[config.mk]
export PLATFORM = sky130hd
export DESIGN_NAME = ccwpm_top
export DESIGN_NICKNAME = d
export VERILOG_FILES = /design/src/ccwpm_pkg.sv /design/src/ccwpm_top.sv /design/src/ccwpm_div.sv /design/src/ccwpm_wait.sv
export SDC_FILE = /design/constraint.sdc
export NUM_CORES = 1
export LEC_CHECK = 0
export BUFFER_PORTS_ARGS = -buffer_cell sky130_fd_sc_hd__buf_2
export CORE_ASPECT_RATIO = 0.75
export CORE_MARGIN = 2
export CORE_UTILIZATION = 55
export CTS_BUF_LIST = sky130_fd_sc_hd__clkbuf_8 sky130_fd_sc_hd__clkbuf_16
export DETAILED_ROUTE_END_ITERATION = 16
export GPL_TIMING_DRIVEN = 0
export HOLD_SLACK_MARGIN = 0.1
export PLACE_DENSITY = 0.82
export SYNTH_ARGS = -nofsm -noshare
export SYNTH_HDL_FRONTEND = slang
export SYNTH_SLANG_ARGS = --single-unit
[constraint.sdc]
create_clock -name sys_clk -period 5.95 [get_ports sys_clk]
set_input_delay 1.19 -clock sys_clk [delete_from_list [all_inputs] [get_ports sys_clk]]
set_output_delay 1.19 -clock sys_clk [all_outputs]
set_load 0.02 [all_outputs]
[src/ccwpm_pkg.sv]
// Shared constants and types of the clock, wait and power-mode controller
package ccwpm_pkg;
	// Register indices; byte address is four times the index
	localparam logic [7:0] IDX_POWER_CONTROL  = 8'h87;
	localparam logic [7:0] IDX_WAIT_STATE_CFG = 8'h8e;
	localparam logic [7:0] IDX_PORT1_WAKE_EN  = 8'h91;
	localparam logic [7:0] IDX_CPU_CLOCK_DIV  = 8'he5;
	localparam logic [7:0] IDX_CLOCK_APPLY    = 8'he6;
	localparam logic [7:0] IDX_MODE_STATUS    = 8'he7;
	localparam int         ADDR_W             = 12;
	// Field positions
	localparam int PWR_IDLE_BIT   = 0;
	localparam int PWR_STOP_BIT   = 1;
	localparam int PWR_FLAG_BIT   = 2;
	localparam int PWR_PAGE_BIT   = 3;
	localparam int WS_XRD_LSB     = 0;
	localparam int WS_STRETCH_BIT = 3;
	localparam int WS_PROG_LSB    = 4;
	// Reset values
	localparam logic [6:0] WAIT_CFG_RST = 7'h71;
	localparam logic [2:0] DIV_SEL_RST  = 3'h7;
	localparam logic       PAGE_SEL_RST = 1'b1;
	localparam logic [7:0] WAKE_EN_RST  = 8'h00;
	// Apply key and extra cycles of a stretched external write
	localparam logic [7:0] CLK_APPLY_KEY   = 8'h69;
	localparam logic [2:0] WR_STRETCH_CYC  = 3'h1;
	// Warm-up counts after a stop wake-up
	localparam logic [11:0] WARM_XTAL_CYC = 12'd2048;
	localparam logic [11:0] WARM_RC_CYC   = 12'd64;
	localparam logic [2:0]  WARM_SLOW_CYC = 3'd5;
	// Divider counter width
	localparam int DIV_CNT_W = 7;
	typedef enum logic [1:0] {ST_NORMAL, ST_IDLE, ST_STOP, ST_WARMUP} ccwpm_state_type;
endpackage

[src/ccwpm_top.sv]
// Clock divider, wait states and power modes with APB registers
// Summary of operation
// - Program reads get prog_wait_cycles extra cycles
// - External RAM reads get xram_read_wait cycles
// - xram_write_stretch adds cycles to writes
// - CPU clock is oscillator divided by code
// - New divider takes effect on key write
// - Upper address byte from port2 or zero
// - Stop request bit enters STOP mode
// - Idle request bit enters IDLE mode
// - Per-pin enables for port1 wake-up
// - Normal mode runs everything as enabled
// - IDLE halts only instruction execution
// - STOP halts fast oscillator, peripherals and interrupts; slow oscillator too unless watchdog_always_on
// - Wake sources differ for IDLE and STOP
// - Wake-up clears request bit, returns normal
// - Port0 wake-up is always enabled
// - Any edge on enabled pin wakes
// - Stop wake waits oscillator plus slow clocks
`timescale 1ns/10ps
module ccwpm_top (
	input  wire logic                     sys_clk,
	input  wire logic                     rst_b,
	input  wire logic                     clk_en,
	input  wire logic                     psel,
	input  wire logic                     penable,
	input  wire logic                     pwrite,
	input  wire logic [ccwpm_pkg::ADDR_W-1:0] paddr,
	input  wire logic [31:0]              pwdata,
	output logic      [31:0]              prdata,
	output logic                          pready,
	output logic                          pslverr,
	input  wire logic                     prog_rd_req,
	input  wire logic                     xram_rd_req,
	input  wire logic                     xram_wr_req,
	output logic                          mem_wait,
	input  wire logic [7:0]               port2_output_reg,
	output logic      [7:0]               xram_addr_hi,
	input  wire logic [7:0]               port0_in,
	input  wire logic [7:0]               port1_in,
	input  wire logic                     irq_pending,
	input  wire logic                     global_irq_enable,
	input  wire logic                     fast_osc_is_rc,
	input  wire logic                     slow_osc_tick,
	input  wire logic                     watchdog_always_on,
	output logic                          cpu_clk_en,
	output logic                          periph_clk_en,
	output logic                          irq_active,
	output logic                          fast_osc_en,
	output logic                          slow_osc_en,
	output logic                          analog_keep_en
);
	import ccwpm_pkg::*;

	ccwpm_state_type state_reg, state_next;
	logic [6:0]  wcfg_reg, wcfg_next;
	logic [2:0]  div_sel_reg, div_sel_next;
	logic [2:0]  div_act_reg, div_act_next;
	logic        page_reg, page_next;
	logic        flag_reg, flag_next;
	logic        stop_reg, stop_next;
	logic        idle_reg, idle_next;
	logic [7:0]  wake_en_reg, wake_en_next;
	logic [7:0]  p0_prev_reg, p1_prev_reg;
	logic [11:0] warm_reg, warm_next;
	logic [2:0]  slow_reg, slow_next;
	logic [31:0] rdata_reg, rdata_next;
	logic [7:0]  addr_hi_next;
	logic        err_reg, err_next;
	logic        wr_acc, rd_setup, port_wake, irq_wake, div_tick;
	logic [7:0]  idx;
	logic [7:0]  wdata;
	logic        wait_req;
	logic [2:0]  wait_cyc;

	// Register index decode, true when the index names a mapped register
	function automatic logic idx_mapped(input logic [7:0] i);
		idx_mapped = (i == IDX_POWER_CONTROL) || (i == IDX_WAIT_STATE_CFG) || (i == IDX_PORT1_WAKE_EN)
			|| (i == IDX_CPU_CLOCK_DIV) || (i == IDX_CLOCK_APPLY) || (i == IDX_MODE_STATUS);
	endfunction

	// Bus decode; slave answers in the first access cycle that has clk_en high
	always_comb begin
		idx = paddr[9:2];
		wdata = pwdata[7:0];
		wr_acc = psel && penable && pwrite && clk_en;
		rd_setup = psel && !penable;
		pready = clk_en;
		pslverr = err_reg;
	end

	// any edge on a port0 pin or on a port1 pin enabled in wake_en_reg counts
	always_comb begin
		port_wake = (|(port0_in ^ p0_prev_reg)) || (|((port1_in ^ p1_prev_reg) & wake_en_reg));
		irq_wake = irq_pending && global_irq_enable;
	end

	// Register writes and mode bit handling
	always_comb begin
		wcfg_next = wcfg_reg;
		div_sel_next = div_sel_reg;
		div_act_next = div_act_reg;
		page_next = page_reg;
		flag_next = flag_reg;
		stop_next = stop_reg;
		idle_next = idle_reg;
		wake_en_next = wake_en_reg;
		if (state_reg == ST_IDLE && (port_wake || irq_wake)) begin
			idle_next = 1'b0;
		end
		if (state_reg == ST_WARMUP && warm_next == 12'h000 && slow_next == 3'h0) begin
			stop_next = 1'b0;
		end
		if (wr_acc) begin
			case (idx)
				IDX_POWER_CONTROL: begin
					page_next = wdata[PWR_PAGE_BIT];
					flag_next = wdata[PWR_FLAG_BIT];
					stop_next = wdata[PWR_STOP_BIT];
					idle_next = wdata[PWR_IDLE_BIT];
				end
				IDX_WAIT_STATE_CFG: wcfg_next = wdata[6:0];
				IDX_PORT1_WAKE_EN: wake_en_next = wdata;
				IDX_CPU_CLOCK_DIV: div_sel_next = wdata[2:0];
				IDX_CLOCK_APPLY: begin
					if (wdata == CLK_APPLY_KEY) begin
						div_act_next = div_sel_reg;
					end
				end
				default: ;
			endcase
		end
	end

	// Mode state machine
	always_comb begin
		state_next = state_reg;
		warm_next = warm_reg;
		slow_next = slow_reg;
		case (state_reg)
			ST_NORMAL: begin
				if (wr_acc && idx == IDX_POWER_CONTROL && wdata[PWR_STOP_BIT]) begin
					state_next = ST_STOP;
				end else if (wr_acc && idx == IDX_POWER_CONTROL && wdata[PWR_IDLE_BIT]) begin
					state_next = ST_IDLE;
				end
			end
			ST_IDLE: begin
				// idle wakes on port or interrupt
				if (port_wake || irq_wake) begin
					state_next = ST_NORMAL;
				end
			end
			ST_STOP: begin
				if (port_wake) begin
					state_next = ST_WARMUP;
					warm_next = fast_osc_is_rc ? WARM_RC_CYC : WARM_XTAL_CYC;
					slow_next = WARM_SLOW_CYC;
				end
			end
			ST_WARMUP: begin
				if (warm_reg != 12'h000) begin
					warm_next = warm_reg - 12'h001;
				end else if (slow_reg != 3'h0 && slow_osc_tick) begin
					slow_next = slow_reg - 3'h1;
				end
				if (warm_next == 12'h000 && slow_next == 3'h0) begin
					state_next = ST_NORMAL;
				end
			end
			default: state_next = ST_NORMAL;
		endcase
	end

	// Read data and error for the coming access phase
	always_comb begin
		rdata_next = rdata_reg;
		err_next = err_reg;
		if (rd_setup) begin
			err_next = !idx_mapped(idx) || (paddr[1:0] != 2'b00);
			case (idx)
				IDX_POWER_CONTROL: rdata_next = {28'h0000000, page_reg, flag_reg, stop_reg, idle_reg};
				IDX_WAIT_STATE_CFG: rdata_next = {25'h0000000, wcfg_reg};
				IDX_PORT1_WAKE_EN: rdata_next = {24'h000000, wake_en_reg};
				IDX_CPU_CLOCK_DIV: rdata_next = {29'h00000000, div_sel_reg};
				IDX_MODE_STATUS: rdata_next = {27'h0000000, div_act_reg, state_reg};
				default: rdata_next = 32'h00000000;
			endcase
		end
		addr_hi_next = page_reg ? 8'h00 : port2_output_reg;
	end

	// Register update
	always_ff @(posedge sys_clk or negedge rst_b) begin
		if (!rst_b) begin
			state_reg <= ST_NORMAL;
			wcfg_reg <= WAIT_CFG_RST;
			div_sel_reg <= DIV_SEL_RST;
			div_act_reg <= DIV_SEL_RST;
			page_reg <= PAGE_SEL_RST;
			flag_reg <= 1'b0;
			stop_reg <= 1'b0;
			idle_reg <= 1'b0;
			wake_en_reg <= WAKE_EN_RST;
			p0_prev_reg <= 8'h00;
			p1_prev_reg <= 8'h00;
			warm_reg <= 12'h000;
			slow_reg <= 3'h0;
			rdata_reg <= 32'h00000000;
			err_reg <= 1'b0;
			xram_addr_hi <= 8'h00;
		end else if (clk_en) begin
			state_reg <= state_next;
			wcfg_reg <= wcfg_next;
			div_sel_reg <= div_sel_next;
			div_act_reg <= div_act_next;
			page_reg <= page_next;
			flag_reg <= flag_next;
			stop_reg <= stop_next;
			idle_reg <= idle_next;
			wake_en_reg <= wake_en_next;
			p0_prev_reg <= port0_in;
			p1_prev_reg <= port1_in;
			warm_reg <= warm_next;
			slow_reg <= slow_next;
			rdata_reg <= rdata_next;
			err_reg <= err_next;
			xram_addr_hi <= addr_hi_next;
		end
	end

	assign prdata = rdata_reg;

	always_comb begin
		wait_req = prog_rd_req || xram_rd_req || (xram_wr_req && wcfg_reg[WS_STRETCH_BIT]);
		if (prog_rd_req) begin
			wait_cyc = wcfg_reg[WS_PROG_LSB +: 3];
		end else if (xram_rd_req) begin
			wait_cyc = wcfg_reg[WS_XRD_LSB +: 3];
		end else begin
			wait_cyc = WR_STRETCH_CYC;
		end
	end

	ccwpm_div u_div (
		.sys_clk  (sys_clk),
		.rst_b    (rst_b),
		.clk_en   (clk_en),
		.div_code (div_act_reg),
		.tick     (div_tick)
	);

	ccwpm_wait u_wait (
		.sys_clk (sys_clk),
		.rst_b   (rst_b),
		.clk_en  (clk_en),
		.req     (wait_req),
		.cycles  (wait_cyc),
		.busy    (mem_wait)
	);

	always_comb begin
		cpu_clk_en = div_tick && (state_reg == ST_NORMAL);
		periph_clk_en = (state_reg == ST_NORMAL) || (state_reg == ST_IDLE);
		irq_active = periph_clk_en;
		fast_osc_en = (state_reg != ST_STOP);
		slow_osc_en = (state_reg != ST_STOP) || watchdog_always_on;
		analog_keep_en = 1'b1;
	end
endmodule

[src/ccwpm_div.sv]
// CPU clock enable divider, divide by 128 down to 1
`timescale 1ns/10ps
module ccwpm_div (
	input  wire logic       sys_clk,
	input  wire logic       rst_b,
	input  wire logic       clk_en,
	input  wire logic [2:0] div_code,
	output logic            tick
);
	import ccwpm_pkg::*;

	logic [DIV_CNT_W-1:0] cnt_reg;
	logic [DIV_CNT_W-1:0] cnt_next;

	// Terminal count: 2**(7-code) - 1
	function automatic logic [DIV_CNT_W-1:0] div_limit(input logic [2:0] code);
		div_limit = 7'h7f >> code;
	endfunction

	always_comb begin
		tick = (cnt_reg >= div_limit(div_code));
		cnt_next = tick ? 7'h00 : cnt_reg + 7'h01;
	end

	// Counter register
	always_ff @(posedge sys_clk or negedge rst_b) begin
		if (!rst_b) begin
			cnt_reg <= 7'h00;
		end else if (clk_en) begin
			cnt_reg <= cnt_next;
		end
	end
endmodule

[src/ccwpm_wait.sv]
// Wait-state counter for memory accesses
`timescale 1ns/10ps
module ccwpm_wait (
	input  wire logic       sys_clk,
	input  wire logic       rst_b,
	input  wire logic       clk_en,
	input  wire logic       req,
	input  wire logic [2:0] cycles,
	output logic            busy
);
	import ccwpm_pkg::*;

	logic [2:0] cnt_reg;
	logic [2:0] cnt_next;

	// Load on request, count down while busy
	always_comb begin
		busy = (cnt_reg != 3'h0);
		if (req && !busy) begin
			cnt_next = cycles;
		end else if (busy) begin
			cnt_next = cnt_reg - 3'h1;
		end else begin
			cnt_next = cnt_reg;
		end
	end

	// Counter register
	always_ff @(posedge sys_clk or negedge rst_b) begin
		if (!rst_b) begin
			cnt_reg <= 3'h0;
		end else if (clk_en) begin
			cnt_reg <= cnt_next;
		end
	end
endmodule

==> metrics list <==
- Outcome: finished, final reports clean
* Post-CTS resize count: 0
- The highest metal layer carrying signal wires in the routed design is met4.
- TritonCTS sink count: 85
- The internal portion of the total power is 1.12 mW.
- Required time of the critical path: between 4000 and 5000 ps
* Share of power burned in registers: 0.430
- For this block, the initial DRC count from the detailed router was 344.
- Of the available clock period, the critical path in the final layout requires 0.692.
- Residual overflow from global routing: 0
- IO Port Bufs: 77
- Remaining antenna violation count: 0
- The setup path with the least slack is of type flip-flop to output port.
- Library cells used by synthesis: 61
* Worst hold margin: 487 ps
- Yosys printed 0 warnings.
- Derived from the worst setup path, the maximum achievable clock frequency is 243 MHz.
- For this run, the leading register cell type out of synthesis is sky130_fd_sc_hd__dfrtp_1.
* Post-route clock skew: 6.56 ps
* Clock-pin slew on the worst setup and hold paths: 60 ps
- In this run the power spent charging and discharging nets is between 400 and 500 uW.
- Across the run, the number of max-cap violations was 0.
- Of the total power, combinational logic draws 0.213.
- Number of clock buffers inserted by TritonCTS: 9
- Final wirelength: 13.6 mm
- Post-detailed-route DRC marker count: 0
* Number of pins with negative max-slew slack in the final report: 0
- Clock tree from TritonCTS: built
- The cell area that synthesis handed to floorplanning was between 0.005 and 0.006 mm2.
* Cell Count, Final, Fillers Out: around 770
- Dividing the detail-routed wire length by the instance count gives 17.7 um.
* Initial Utilization: 0.566
- In this run the horizontal extent of the chip is 115 um.
- Across the VDD grid, the largest voltage drop is 234 uV.
- Switching share of power: 0.301
* Crit path arrival time: 2930 ps
- The count of endpoints failing hold in the final timing report was 0.
- Hold bufs inserted after CTS: 0
* Area added between synthesis and finish: 18.9%
- Global-route wire length before repair: around 22 mm
- For this run, asynchronously set or reset flops after synthesis account for 1.00.
* Clk buf depth: 2
- Summed over all cells, the static leakage comes to 2.79 nW.
- The register with the most flip-flops in the layout has 12 of them.
- STA classifies the critical path startpoint as a flip-flop.
* Vias after detailed routing: approximately 4600
- Number of global-route vias before repair: 4517
- Measured against its own limit, the worst slew margin works out to 0.222.
* Standard-cell rows: 30
- In this run the worst path has a maximum fanout of 7.
* Wl on met1: 5.83 mm
- In this run the clock root is driven by a sky130_fd_sc_hd__clkbuf_16.
- The largest total area in the synthesized netlist belongs to sky130_fd_sc_hd__dfrtp_1.
- Of the total power, the clock network draws 0.357.
- Routability-driven placement finished with a final weighted congestion of between 1 and 1.5.
* Number of search-and-repair iterations in the first detailed-routing pass: 6
- Post-layout nets: ~730
- Total Routing Usage GR: 0.284
- Total placed cells including tap cells: 753
- The worst path needs 4120 ps of the cycle, external delays included.
- Hold/Removal Path Class: flip-flop to flip-flop
- The number of antenna violations at the first check in global routing is 0.
- Chip Height: 87.5 um
- Setup repair after global routing left no endpoint under its margin.
* Crit. End Element: output port
- CTS built an H-tree with a depth of 3.
- The wire-length estimate of the detail-placed layout is 9.97 mm.
- Seq/Total Area, Yosys: 0.418
- Post-CTS setup buffer count: 0
- Synthesis inferred 85 register bits.
- By area the synthesized netlist is led by sky130_fd_sc_hd__dfrtp_1 36%, sky130_fd_sc_hd__mux2_2 8.6%, sky130_fd_sc_hd__dfstp_2 5.6%.
- Largest net degree at the start of global routing: 45
- At the pin with the least slew margin, the transition time is around 1200 ps.
- Adding up every negative setup slack in the final design gives 0 ps.
- Area of the core: 0.00905 mm2
- Number of antenna repair diodes: 0
- Power density relative to cell area: 264 mW/mm2
- Setup violations remaining at the end of the flow were counted as 0.
* Synth top area share: 0.362
- At the later pin of the worst-skew pair, clock insertion delay measures 340 ps.
- I/O Pins: 131
* Routed wire length on met3: 1.27 mm
* Met2 wire len: 6.21 mm
- The synthesized design contains 0 enable-type register cells.
* Post-synthesis cell count: 524
- Via count normalized by instance count: 6.03
* Post-Synthesis Mean Instance Area: 9.77 um2
- Area enclosed by the die boundary: roughly 0.010 mm2
- Of the cells placed in the final design, the portion with a size suffix greater than 1 is 0.287.
- The filler cells instantiated in the layout total about 700.
-- synth_stat cells (4+ instances only) --
| cell | count |
|---|---|
| sky130_fd_sc_hd__mux2_2 | 39 |
| sky130_fd_sc_hd__nor2_1 | 27 |
| sky130_fd_sc_hd__dfstp_2 | 11 |
| sky130_fd_sc_hd__or3_1 | 6 |
| sky130_fd_sc_hd__nand2b_1 | 10 |
| sky130_fd_sc_hd__nand3_1 | 9 |
| sky130_fd_sc_hd__a22o_1 | 18 |
| sky130_fd_sc_hd__xnor2_1 | 11 |
| sky130_fd_sc_hd__a31oi_1 | 8 |
| sky130_fd_sc_hd__dfrtp_1 | 74 |
| sky130_fd_sc_hd__a21oi_1 | 21 |
| sky130_fd_sc_hd__buf_4 | 27 |
| sky130_fd_sc_hd__o21ai_0 | 43 |
| sky130_fd_sc_hd__o22ai_1 | 4 |
| sky130_fd_sc_hd__nor3_1 | 10 |
| sky130_fd_sc_hd__a21o_1 | 8 |
| sky130_fd_sc_hd__inv_1 | 18 |
| sky130_fd_sc_hd__clkbuf_1 | 19 |
| sky130_fd_sc_hd__mux2i_1 | 7 |
| sky130_fd_sc_hd__nand4_1 | 7 |
| sky130_fd_sc_hd__nor4_1 | 7 |
| sky130_fd_sc_hd__nand2_1 | 38 |
| sky130_fd_sc_hd__or2_2 | 5 |
| sky130_fd_sc_hd__o31ai_1 | 4 |
| sky130_fd_sc_hd__or4_1 | 4 |
| sky130_fd_sc_hd__nand3b_1 | 5 |
| sky130_fd_sc_hd__xor2_1 | 11 |
| sky130_fd_sc_hd__ha_1 | 13 |
-- placed cells by master (no fill, tap or decap), drive strengths merged, types with 4 or more instances in the layout --
master | Yosys | routed
o22ai | 4 | 4
buf | 30 | 108
a31oi | 8 | 8
o21ai | 43 | 43
a22o | 18 | 18
a21oi | 21 | 21
ha | 13 | 13
nor3 | 11 | 11
nand2 | 38 | 38
conb | 2 | 25
dfrtp | 74 | 74
or4 | 4 | 4
mux2i | 7 | 7
nand2b | 10 | 10
nand4 | 7 | 7
inv | 18 | 20
o31ai | 4 | 4
xnor2 | 11 | 11
xor2 | 11 | 11
nor2 | 27 | 27
nor4 | 9 | 9
nand3b | 5 | 5
dfstp | 11 | 11
or3 | 6 | 6
a21o | 8 | 8
clkbuf | 19 | 29
nand3 | 9 | 9
mux2 | 39 | 39
or2 | 5 | 5
-- cell type report --
| class | instances | area (um2) | share of cell area |
|---|---|---|---|
| clock inverters | 6 | 70.1 | 0.0115 |
| plain buffers | 49 | 288 | 0.0473 |
| flip-flops and latches | 85 | 2140 | 0.352 |
| clock buffers | 10 | 239 | 0.0393 |
| repair buffers | 78 | 408 | 0.0670 |
| well taps | 128 | 160 | 0.0263 |
| inverters | 20 | 75.1 | 0.0123 |
| multi-input cells | 393 | 2710 | 0.445 |
-- routing by layer --
layer,vias up,global-route usage
met5,-,0
met4,0,0.0975
met3,33,0.0775
met2,236,0.445
met1,2275,0.384
li1,2091,-
-- power by group through the flow --
stage	registers (mW)	clock network, mW	logic, mW
after global placement	0.692	0	0.317
after detailed placement	0.698	0	0.335
final	0.691	0.574	0.343
after CTS	0.688	0.585	0.343
after global routing	0.697	0.613	0.385
after floorplan	0.691	0	0.233
-- per-stage QoR --
stage / total power, mW / setup slack [ps] / utilization / cell area [um2]
floorplan: 0.924 / 2590 / - / 5200
global placement: 1.01 / 2120 / 0.636 / 5750
detailed placement: 1.03 / 2050 / 0.638 / 5770
CTS: 1.62 / 1850 / 0.672 / 6080
global route: 1.70 / 1680 / 0.673 / 6090
finish: 1.61 / 1830 / 0.673 / 6090
-- cell families after synthesis --
kind of cell,Yosys count,synth area share
compound gates,141,0.184
xor+xnor,22,0.0376
fa+ha+maj,14,0.0337
buf+inv,69,0.0709
flops,85,0.418
mux,46,0.0995
other cells,2,0.00147
simple gates,145,0.154
-- worst max-delay path, cell delays in order, from the launching register on --
cell and delay (ps):
sky130_fd_sc_hd__dfstp_2 620, sky130_fd_sc_hd__and2_1 170, sky130_fd_sc_hd__nand2_1 70, sky130_fd_sc_hd__ha_1 270, sky130_fd_sc_hd__nand2b_1 140, sky130_fd_sc_hd__a21o_1 180
sky130_fd_sc_hd__a21o_1 180, sky130_fd_sc_hd__a21o_1 170, sky130_fd_sc_hd__a21oi_1 190, sky130_fd_sc_hd__o21bai_1 170, sky130_fd_sc_hd__a32o_1 250, sky130_fd_sc_hd__buf_2 160
-- final timing paths --
path | startpoint | to | slack, ps | cells past startpoint
setup / recovery | div_act_reg[1] | cpu_clk_en | 1830 | 11
hold / removal | pslverr | pslverr | 490 | 2
setup reg to reg | warm_reg[0] | state_reg[0] | 2590 | 9
hold reg to reg | pslverr | pslverr | 490 | 2
max in group asynchronous | rst_b | div_sel_reg[1] | 4430 | 2
min in group asynchronous | rst_b | p0_prev_reg[4] | 840 | 1
Note: power is estimated with default switching activity, not from simulation.
